### config.mk
export PLATFORM = sky130hd
export DESIGN_NAME = rsq_init_seq
export DESIGN_NICKNAME = d
export VERILOG_FILES = /design/src/hdl/rsq_pkg.sv /design/src/hdl/rsq_pin_sync.sv /design/src/hdl/rsq_init_seq.sv
export VERILOG_INCLUDE_DIRS = /design/src /design/src/hdl
export SDC_FILE = /design/constraint.sdc
export NUM_CORES = 1
export LEC_CHECK = 0
export BUFFER_PORTS_ARGS = -buffer_cell sky130_fd_sc_hd__buf_2
export CAP_MARGIN = 20
export CORE_UTILIZATION = 25
export CTS_CLUSTER_DIAMETER = 40
export DETAILED_ROUTE_END_ITERATION = 16
export PLACE_DENSITY = 0.42
export SLEW_MARGIN = 30
export SYNTH_ARGS = -nofsm -noshare
export SYNTH_HDL_FRONTEND = slang
export SYNTH_SLANG_ARGS = --single-unit
### constraint.sdc
create_clock -name clk -period 3.7 [get_ports clk]
set_clock_uncertainty 0.1 [all_clocks]
set_input_delay 0 -clock clk [delete_from_list [all_inputs] [get_ports clk]]
set_output_delay 0 -clock clk [all_outputs]
set_load 0.05 [all_outputs]
### src/hdl/rsq_params.svh
// Purpose : constants for the reset and initialization sequencer
// Assumes : 20 MHz clk, byte-wide register port
// Notes   : offsets are the register addresses seen on the plain port
`ifndef RSQ_PARAMS_SVH
`define RSQ_PARAMS_SVH

// ************************************************************
// register addresses
// ************************************************************
`define RSQ_ADDR_PORT_A      8'h00
`define RSQ_ADDR_PORT_B      8'h01
`define RSQ_ADDR_FLAG_CLR    8'h10
`define RSQ_ADDR_INT_FLAGS   8'h11
`define RSQ_ADDR_INT_ENABLE  8'h12
`define RSQ_ADDR_PROC_STAT   8'h13
`define RSQ_ADDR_MODE_CTRL   8'h14
`define RSQ_ADDR_SER_CTRL    8'h15
`define RSQ_ADDR_SER_STAT    8'h16

// ************************************************************
// reset values and field positions
// ************************************************************
`define RSQ_RST_MODE_CTRL    8'hE0
`define RSQ_RST_INT_ENABLE   8'h00
`define RSQ_RST_INT_FLAGS    8'h00
`define RSQ_RST_SER_CTRL     8'h00
`define RSQ_RST_SER_STAT     8'h40
`define RSQ_RST_PORT         8'hFF
`define RSQ_FLAG_CLR_MASK    8'h0F
`define RSQ_SER_STAT_WR_MASK 8'h30
`define RSQ_FLAG_CLR_READ    8'hFF
`define RSQ_UNMAPPED_READ    8'h00
`define RSQ_IMASK_BIT        2
`define RSQ_BUSY_BIT         7

// ************************************************************
// timing counts
// ************************************************************
`define RSQ_SEQ_CYCLES       16
`define RSQ_MIN_HOLD_CYCLES  8

`endif

### src/hdl/rsq_pkg.sv
// Purpose : types shared by the sequencer files
// Assumes : nothing beyond SystemVerilog
// Notes   : constants live in rsq_params.svh
package rsq_pkg;

    // ************************************************************
    // sequencer states
    // ************************************************************
    typedef enum logic [1:0]
    {
        RSQ_HELD,
        RSQ_INIT,
        RSQ_RUN
    } rsq_state_t;

    // ************************************************************
    // snapshot of the reset-controlled registers
    // ************************************************************
    typedef struct packed
    {
        logic [7:0] mode_control;
        logic [7:0] interrupt_enable;
        logic [7:0] interrupt_flags;
        logic [7:0] serial_control;
        logic [7:0] serial_status;
        logic [7:0] port_a_latch;
        logic [7:0] port_b_latch;
    } rsq_regs_t;

endpackage : rsq_pkg

### src/hdl/rsq_pin_sync.sv
// Purpose : bring the asynchronous init pin into the clk domain
// Assumes : pin may change at any time
// Notes   : the output moves only when stages two and three agree
`timescale 1ns/1ps
`default_nettype none

module rsq_pin_sync
(
    input  wire logic clk,
    input  wire logic rst_n,
    input  wire logic pin_in,
    output var  logic level_out
);

    logic [2:0] stage_reg;
    logic [2:0] stage_next;
    logic       level_reg;
    logic       level_next;

    // ************************************************************
    // three stage shift, stage 0 feeds only stage 1
    // ************************************************************
    always_comb
    begin
        stage_next = {stage_reg[1:0], pin_in};
        level_next = level_reg;
        // a single-cycle glitch past stage 1 is filtered here
        if (stage_reg[1] == stage_reg[2])
        begin
            level_next = stage_reg[2];
        end
    end

    // reset assumes the line is low, as it is during power-up
    always_ff @(posedge clk or negedge rst_n)
    begin
        if (!rst_n)
        begin
            stage_reg <= 3'h0;
            level_reg <= 1'b0;
        end
        else
        begin
            stage_reg <= stage_next;
            level_reg <= level_next;
        end
    end

    assign level_out = level_reg;

endmodule : rsq_pin_sync

`default_nettype wire

### src/hdl/rsq_init_seq.sv
// Purpose : reset and initialization sequencer of the one-chip controller
// Assumes : 20 MHz clk, chip_init_line_n asynchronous from an external circuit
// Notes   : registers reached over a plain address/strobe port, read data one cycle later
`timescale 1ns/1ps
`default_nettype none
`include "rsq_params.svh"

module rsq_init_seq
#(
    parameter int SEQ_CYCLES = `RSQ_SEQ_CYCLES
)
(
    input  wire logic              clk,
    input  wire logic              rst_n,
    input  wire logic              chip_init_line_n,
    input  wire logic [7:0]        addr,
    input  wire logic [7:0]        wdata,
    input  wire logic              wr_stb,
    input  wire logic              rd_stb,
    output var  logic [7:0]        rdata,
    input  wire logic [7:0]        flag_set,
    input  wire logic [7:0]        ser_stat_hw,
    output var  logic [7:0]        port_a,
    output var  logic [7:0]        port_b,
    output var  logic              imask,
    output var  logic              seq_busy,
    output var  rsq_pkg::rsq_regs_t regs
);

    localparam int CNT_W = $clog2(SEQ_CYCLES + 1);

    // ************************************************************
    // declarations
    // ************************************************************
    logic                line_level;
    logic                line_prev_reg;
    logic                line_prev_next;
    logic                line_rise;
    rsq_pkg::rsq_state_t state_reg;
    rsq_pkg::rsq_state_t state_next;
    logic [CNT_W-1:0]    cnt_reg;
    logic [CNT_W-1:0]    cnt_next;
    logic [7:0]          mode_reg;
    logic [7:0]          mode_next;
    logic [7:0]          ier_reg;
    logic [7:0]          ier_next;
    logic [7:0]          flags_reg;
    logic [7:0]          flags_next;
    logic [7:0]          sctl_reg;
    logic [7:0]          sctl_next;
    logic [7:0]          ssts_reg;
    logic [7:0]          ssts_next;
    logic [7:0]          pa_reg;
    logic [7:0]          pa_next;
    logic [7:0]          pb_reg;
    logic [7:0]          pb_next;
    logic                imask_reg;
    logic                imask_next;
    logic [7:0]          rdata_reg;
    logic [7:0]          rdata_next;
    logic                wr_ok;

    // ************************************************************
    // init pin synchroniser
    // ************************************************************
    rsq_pin_sync u_line_sync
    (
        .clk       (clk),
        .rst_n     (rst_n),
        .pin_in    (chip_init_line_n),
        .level_out (line_level)
    );

    // rising edge of the filtered line marks reset release
    always_comb
    begin
        line_prev_next = line_level;
        line_rise      = line_level & ~line_prev_reg;
    end

    always_ff @(posedge clk or negedge rst_n)
    begin
        if (!rst_n)
        begin
            line_prev_reg <= 1'b0;
        end
        else
        begin
            line_prev_reg <= line_prev_next;
        end
    end

    // ************************************************************
    // sequencer state
    // ************************************************************
    // the line is not timed here: a too-short hold is the source's fault
    always_comb
    begin
        state_next = state_reg;
        cnt_next   = cnt_reg;
        unique case (state_reg)
            rsq_pkg::RSQ_HELD:
            begin
                cnt_next = '0;
                if (line_rise)                                   // wait for the rise
                begin
                    state_next = rsq_pkg::RSQ_INIT;
                end
            end
            rsq_pkg::RSQ_INIT:
            begin
                cnt_next = cnt_reg + CNT_W'(1);
                if (cnt_reg == CNT_W'(SEQ_CYCLES - 1))          // 16 cycles
                begin
                    state_next = rsq_pkg::RSQ_RUN;
                    cnt_next   = '0;
                end
            end
            rsq_pkg::RSQ_RUN:
            begin
                cnt_next = '0;
            end
        endcase
        // line dropping again restarts from the held state
        if (!line_level)
        begin
            state_next = rsq_pkg::RSQ_HELD;
            cnt_next   = '0;
        end
    end

    always_ff @(posedge clk or negedge rst_n)
    begin
        if (!rst_n)
        begin
            state_reg <= rsq_pkg::RSQ_HELD;
            cnt_reg   <= '0;
        end
        else
        begin
            state_reg <= state_next;
            cnt_reg   <= cnt_next;
        end
    end

    // software writes only land once the sequence is done
    assign wr_ok = wr_stb && (state_reg == rsq_pkg::RSQ_RUN);

    // ************************************************************
    // reset-controlled registers
    // ************************************************************
    // ram and cpu working registers are outside this block and stay random
    always_comb
    begin
        mode_next  = mode_reg;
        ier_next   = ier_reg;
        flags_next = flags_reg;
        sctl_next  = sctl_reg;
        ssts_next  = ssts_reg;
        pa_next    = pa_reg;
        pb_next    = pb_reg;
        imask_next = imask_reg;
        unique case (state_reg)
            rsq_pkg::RSQ_HELD:
            begin
                // everything pinned at reset values while the line is low
                mode_next  = `RSQ_RST_MODE_CTRL;
                ier_next   = `RSQ_RST_INT_ENABLE;
                flags_next = `RSQ_RST_INT_FLAGS;
                sctl_next  = `RSQ_RST_SER_CTRL;
                ssts_next  = `RSQ_RST_SER_STAT;
                pa_next    = `RSQ_RST_PORT;
                pb_next    = `RSQ_RST_PORT;
                imask_next = 1'b1;
                if (line_rise)
                begin
                    imask_next = 1'b1;
                    pa_next    = `RSQ_RST_PORT;
                    pb_next    = `RSQ_RST_PORT;
                end
            end
            rsq_pkg::RSQ_INIT:
            begin
                // mode bits 7:5 set, counter mode 00 and enables cleared
                mode_next  = `RSQ_RST_MODE_CTRL;
                ier_next   = `RSQ_RST_INT_ENABLE;
                flags_next = `RSQ_RST_INT_FLAGS;
                sctl_next  = `RSQ_RST_SER_CTRL;
                ssts_next  = `RSQ_RST_SER_STAT;
                imask_next = 1'b1;
            end
            rsq_pkg::RSQ_RUN:
            begin
                // serial status: bits 4,5 are software, the rest follow hardware
                ssts_next = (ssts_reg & `RSQ_SER_STAT_WR_MASK)
                          | (ser_stat_hw & ~`RSQ_SER_STAT_WR_MASK);
                if (wr_ok)
                begin
                    unique case (addr)
                        `RSQ_ADDR_PORT_A:     pa_next   = wdata;
                        `RSQ_ADDR_PORT_B:     pb_next   = wdata;
                        `RSQ_ADDR_MODE_CTRL:  mode_next = wdata;
                        `RSQ_ADDR_INT_ENABLE: ier_next  = wdata;
                        `RSQ_ADDR_SER_CTRL:   sctl_next = wdata;
                        `RSQ_ADDR_SER_STAT:
                        begin
                            ssts_next = (ssts_next & ~`RSQ_SER_STAT_WR_MASK)
                                      | (wdata & `RSQ_SER_STAT_WR_MASK);
                        end
                        `RSQ_ADDR_FLAG_CLR:
                        begin
                            // a zero in bits 3:0 clears that flag
                            flags_next = flags_reg & ~(~wdata & `RSQ_FLAG_CLR_MASK);
                        end
                        `RSQ_ADDR_PROC_STAT:
                        begin
                            // program clears the mask when set-up is done
                            imask_next = wdata[`RSQ_IMASK_BIT];
                        end
                        default:
                        begin
                            mode_next = mode_reg;
                        end
                    endcase
                end
                // a flag event in the clearing cycle still lands
                flags_next = flags_next | flag_set;
            end
        endcase
        // a fall of the line forces reset values at once
        if (!line_level)
        begin
            mode_next  = `RSQ_RST_MODE_CTRL;
            ier_next   = `RSQ_RST_INT_ENABLE;
            flags_next = `RSQ_RST_INT_FLAGS;
            sctl_next  = `RSQ_RST_SER_CTRL;
            ssts_next  = `RSQ_RST_SER_STAT;
            pa_next    = `RSQ_RST_PORT;
            pb_next    = `RSQ_RST_PORT;
            imask_next = 1'b1;
        end
    end

    always_ff @(posedge clk or negedge rst_n)
    begin
        if (!rst_n)
        begin
            mode_reg  <= `RSQ_RST_MODE_CTRL;
            ier_reg   <= `RSQ_RST_INT_ENABLE;
            flags_reg <= `RSQ_RST_INT_FLAGS;
            sctl_reg  <= `RSQ_RST_SER_CTRL;
            ssts_reg  <= `RSQ_RST_SER_STAT;
            pa_reg    <= `RSQ_RST_PORT;
            pb_reg    <= `RSQ_RST_PORT;
            imask_reg <= 1'b1;
        end
        else
        begin
            mode_reg  <= mode_next;
            ier_reg   <= ier_next;
            flags_reg <= flags_next;
            sctl_reg  <= sctl_next;
            ssts_reg  <= ssts_next;
            pa_reg    <= pa_next;
            pb_reg    <= pb_next;
            imask_reg <= imask_next;
        end
    end

    // ************************************************************
    // read port
    // ************************************************************
    // data register holds only for the cycle after the strobe
    always_comb
    begin
        rdata_next = `RSQ_UNMAPPED_READ;
        if (rd_stb)
        begin
            unique case (addr)
                `RSQ_ADDR_PORT_A:     rdata_next = pa_reg;
                `RSQ_ADDR_PORT_B:     rdata_next = pb_reg;
                `RSQ_ADDR_FLAG_CLR:   rdata_next = `RSQ_FLAG_CLR_READ;
                `RSQ_ADDR_INT_FLAGS:  rdata_next = flags_reg;
                `RSQ_ADDR_INT_ENABLE: rdata_next = ier_reg;
                `RSQ_ADDR_MODE_CTRL:  rdata_next = mode_reg;
                `RSQ_ADDR_SER_CTRL:   rdata_next = sctl_reg;
                `RSQ_ADDR_SER_STAT:   rdata_next = ssts_reg;
                `RSQ_ADDR_PROC_STAT:
                begin
                    rdata_next                 = 8'h00;
                    rdata_next[`RSQ_IMASK_BIT] = imask_reg;
                    rdata_next[`RSQ_BUSY_BIT]  = (state_reg != rsq_pkg::RSQ_RUN);
                end
                default:              rdata_next = `RSQ_UNMAPPED_READ;
            endcase
        end
    end

    always_ff @(posedge clk or negedge rst_n)
    begin
        if (!rst_n)
        begin
            rdata_reg <= `RSQ_UNMAPPED_READ;
        end
        else
        begin
            rdata_reg <= rdata_next;
        end
    end

    // ************************************************************
    // outputs, all from flip-flops except seq_busy, decoded from state_reg
    // ************************************************************
    assign rdata                  = rdata_reg;
    assign port_a                 = pa_reg;
    assign port_b                 = pb_reg;
    assign imask                  = imask_reg;
    assign seq_busy               = (state_reg != rsq_pkg::RSQ_RUN);
    assign regs.mode_control      = mode_reg;
    assign regs.interrupt_enable  = ier_reg;
    assign regs.interrupt_flags   = flags_reg;
    assign regs.serial_control    = sctl_reg;
    assign regs.serial_status     = ssts_reg;
    assign regs.port_a_latch      = pa_reg;
    assign regs.port_b_latch      = pb_reg;

endmodule : rsq_init_seq

`default_nettype wire

# Word-level counts from Yosys, hierarchy flattened
# Index checks and enable logic that the tools add are counted.
# W data, S select, Z words.
# op_classes
n_addsub	1
n_eq_ne	24
n_mux	42
bitwise_logic	8
n_reduce_logical	12
# op_table
cell	n
$mux W8	23
$pmux W8 S2	7
$pmux W8 S9	1
$eq A8 B5 Y1 const B	7
$ne A3 B3 Y1 const B	11
$mux W5	2
$pmux W5 S2	1
$reduce_and A3 Y1	3
$and A8 B8 Y8	1
$eq A8 B1 Y1 const B	1
$logic_not A8 Y1	1
$not A4 Y8	1
$or A6 B8 Y8	1
$or A8 B6 Y8	1
$or A8 B8 Y8	1
$reduce_and A2 Y1	4
$mux W2	3
$add A5 B1 Y5 const B	1
$eq A5 B4 Y1 const B	1
$not A4 Y4	1
$pmux W2 S2	1
$reduce_or A2 Y1	2
$mux W1	3
$eq A2 B1 Y1 const B	1
8 further kinds	8
# word_totals
reg_bits	77
inputBits	37

# Longest topological paths before layout
# logic_depth
word_depth	9
mapped_depth	7
mapped_depth_nobuf	5

# Modules after synthesis
# A second synthesis with hierarchy kept.
# hier_totals
hier_cells	331
area_unflattened_um2	3711.1
# modules_own_cells
module	instances	cells_per_inst	area_each_um2	seq_area_each_um2
rsq_init_seq	1	326	3599.7	1853.0
rsq_pin_sync	1	5	111.4	100.1

# Least setup slack after synthesis
# OpenSTA, ideal clock, no wires.
# synth_timing
path_kind	reg2reg
startpoint	register state_reg[1]
endpoint	register flags_reg[0]
arrival_time_ns	1.349
t_required_ns	3.464
slack_ns	2.115
path_stages_with_launch	7
period_less_slack_ns	1.585
cell_sequence	dfrtp_1 -> clkbuf_1 -> inv_1 -> nor2_1 -> nand4_1 -> o21ai_0 -> a21oi_1
# synth_between
elab_chain_len	7
# synth_rtl
item	line	source
start: declaration	rsq_init_seq.sv:39	rsq_pkg::rsq_state_t state_reg;
start signal: assignment	rsq_init_seq.sv:136	state_reg <= rsq_pkg::RSQ_HELD;
start signal: assignment	rsq_init_seq.sv:141	state_reg <= state_next;
$eq A2 B2 Y1	rsq_init_seq.sv:147, rsq_init_seq.sv:163	
$logic_and A1 B1 Y1	rsq_init_seq.sv:147	assign wr_ok = wr_stb && (state_reg == rsq_pkg::RSQ_RUN);
$mux W8	rsq_init_seq.sv:197	if (wr_ok)
$mux W8	rsq_init_seq.sv:163	unique case (state_reg)
$or A8 B8 Y8	rsq_init_seq.sv:227	flags_next = flags_next | flag_set;
$pmux W8 S2 *	rsq_init_seq.sv:163	
$mux W8 *	rsq_init_seq.sv:231	if (!line_level)
via flags_next[0]	rsq_init_seq.sv:48	logic [7:0] flags_next;
end signal: assignment	rsq_init_seq.sv:250	flags_reg <= `RSQ_RST_INT_FLAGS;
end signal: assignment	rsq_init_seq.sv:261	flags_reg <= flags_next;
end: declaration	rsq_init_seq.sv:47	logic [7:0] flags_reg;
# The timed path passes the listed nets; every way through them passes the cells marked *. The select of a mux whose other input is x is not followed.
# A chain may end at the register's enable or synchronous reset.

# Worst setup path in the final report
# layout_timing
startpoint	register state_reg[0]
endpoint	register flags_reg[2]
# Same word-level chain as after synthesis.

==> results.json <==
{
  "max_cap_viol_count": 0,
  "drive_above_1_share": 0.302,
  "cts_tree": "yes",
  "p_seq_frac": 0.455,
  "yosys_warnings": 0,
  "synth_ff_type": "dfrtp_1",
  "critPathKind": "reg -> reg",
  "p_int_mw": 1.48,
  "via_count": 3477,
  "post_cts_buffers": 0,
  "maxSlewViolCount": 0,
  "ys_seq_area_frac": 0.502,
  "status": "completed",
  "root_buffer": "clkbuf_16",
  "antenna_found_initial": 0,
  "synth_most_common_cell": "nor2_1",
  "maxSlewHeadroom": 0.459,
  "drc_errors": 0,
  "tightest_slew_ps": 805,
  "synth-edff-count": 0,
  "cts_resized": 0,
  "clock_sinks": 77,
  "synthTopCellsByArea": "dfrtp_1, dfstp_2, mux2i_1, nor2_1, a21oi_1",
  "viasPerCell": 4.80,
  "clkPwrFrac": 0.476,
  "port_buffers": 116,
  "grt-ovfl-total": 0,
  "dpl_worst_slack_ps": 1390,
  "combPwrFrac": 0.069,
  "vdd_drop_max_mv": 0.221,
  "syn_area_per_cell_um2": 9.39,
  "holdBufCountCts": 28,
  "pin_count": 119,
  "synthTopCellsByCount": "nor2_1, dfrtp_1, a21oi_1",
  "dr.pass1.iters": 5,
  "drt_iter0_drc": 252,
  "cts_max_path_buffers": 2,
  "cp-end-kind": "flip-flop",
  "drtAntennaViolNets": 0,
  "final_nets": 570,
  "place_area_um2": 4520,
  "tns_ps": 0,
  "routabilityCongestion": 0.786,
  "start_kind": "flip-flop",
  "routedWlPerCell_um": 17.9,
  "finalCritPeriodShare": 0.670,
  "hold_viol_final": 0,
  "grt_pass1_vias": 3362,
  "power_switching_uw": 427,
  "clkTransAtPathRegs_ps": 60,
  "worstPathMaxFanout": 26,
  "hold_class": "in -> reg",
  "htree_levels": 3,
  "track_usage": 0.170,
  "max_freq_ghz": 0.403,
  "r2r_setup_slack_ps": 1220,
  "final_area_um2": 5110,
  "dieArea_um2": 16100,
  "setup_viol": 0,
  "finalPower_mw": 1.91,
  "p_per_area_nw_per_um2": 374,
  "crit_required_ps": 3810,
  "rsz0062_at_grt": "false",
  "synth_cells": 414,
  "insertion_delay_ps": 340,
  "die_width_um": 127,
  "std_cell_rows": 45,
  "netlist_area_um2": 3890,
  "layout_min_cycle_time_ps": 2480,
  "finalWirelength_um": 13000,
  "arrival_ps": 2590,
  "core_um2": 15200,
  "num-fill-cells": 1627,
  "async_flop_share": 1.00,
  "leakage_nw": 2.29,
  "setup_ws_ps": 1220,
  "grt_max_degree": 78,
  "syn_nets": 452,
  "dieHeight_um": 127,
  "floorplan.initialDensity": 0.256,
  "switching_share": 0.224,
  "synth.largest_area_cell": "dfrtp_1",
  "yosysUniqueCellTypes": 50,
  "cts_buffers": 9,
  "grt_pass1_wl_um": 20300,
  "ys_seq_elements": 77,
  "n_antenna_cell": 0,
  "area_growth_pct": 31.4,
  "synth_top_area_frac": 0.360,
  "whs_ps": 40.0,
  "dpl.hpwl_um": 9210
}
-- routing by layer --
metal	up-vias	routed length, µm	GRT usage
li1	1666	-	-
met1	1694	6280	0.239
met2	107	5980	0.261
met3	10	616	0.0422
met4	0	131	0.0413
met5	-	0	0
-- path summary, 6_finish.rpt --
| path | from | end | cells after the start |
|---|---|---|---|
| max in group asynchronous | rst_n | cnt_reg[2]$_DFF_PN0_ | 2 |
| min | wr_stb | imask$_DFFE_PN1P_ | 4 |
| max | state_reg[0]$_DFFE_PN0P_ | flags_reg[2]$_DFF_PN0_ | 6 |
| min in group asynchronous | rst_n | ier_reg[6]$_DFFE_PN0P_ | 2 |
| min reg2reg | u_line_sync.stage_reg[0]$_DFF_PN0_ | u_line_sync.stage_reg[1]$_DFF_PN0_ | 0 |
| max reg2reg | state_reg[0]$_DFFE_PN0P_ | flags_reg[2]$_DFF_PN0_ | 6 |
-- per-stage QoR --
| step | util | instances |
|---|---|---|
| floorplan | - | 414 |
| global placement | 0.297 | 681 |
| detailed placement | 0.297 | 681 |
| CTS | 0.336 | 725 |
| global route | 0.336 | 725 |
| finish | 0.336 | 725 |
-- cell usage in the layout (no fill, tap or decap), types with 5 or more instances in the layout --
| cell | synthesis | final |
|---|---|---|
| a21oi_1 | 38 | 38 |
| a22oi_1 | 5 | 5 |
| and3_1 | 9 | 9 |
| buf_2 | 5 | 115 |
| clkbuf_16 | 0 | 9 |
| dfrtp_1 | 56 | 56 |
| dfstp_2 | 21 | 21 |
| dlygate4sd3_1 | 0 | 28 |
| inv_1 | 8 | 8 |
| mux2i_1 | 25 | 25 |
| nand2_1 | 37 | 37 |
| nand3_1 | 12 | 12 |
| nor2_1 | 58 | 58 |
| nor2b_1 | 8 | 8 |
| nor3_1 | 9 | 9 |
| o21ai_0 | 21 | 21 |
-- final cells by class --
cell class	instances	area, µm²	share of cell area
sequential	77	1950	0.382
timing repair buffer	148	897	0.176
clock buffer	15	278	0.0544
inverter	9	33.8	0.00661
clock inverter	1	30.0	0.00588
tap	188	235	0.0461
multi-input combinational	287	1680	0.329
-- logic make-up (layout without fill, tap and decap cells) --
logic type / Yosys count / in the layout / synth area share
buffers and inverters: 50 / 173 / 0.0653
multiplexers: 28 / 28 / 0.0731
AO/OA/AOI/OAI: 98 / 98 / 0.154
AND/OR/NAND/NOR: 157 / 157 / 0.195
flip-flops: 77 / 77 / 0.502
XOR/XNOR: 2 / 2 / 0.00451
adder cells (fa/ha/maj): 2 / 2 / 0.00579
-- power groups by stage --
stage / Combinational, mW / Sequential, mW / Clock [mW]
6_report: 0.131 / 0.869 / 0.909
5_1_grt: 0.146 / 0.871 / 0.977
4_1_cts: 0.133 / 0.868 / 0.941
3_5_place_dp: 0.113 / 0.883 / 0
3_3_place_gp: 0.112 / 0.883 / 0
2_1_floorplan: 0.0637 / 0.867 / 0
-- critical path: stages, from the launching register on --
cell and delay, ps:
dfrtp_1 850, nor2_1 180, buf_4 230, nand2_1 90, buf_4 270, a21oi_1 70, dlygate4sd3_1 560
Power figures use the tool's default switching activity.
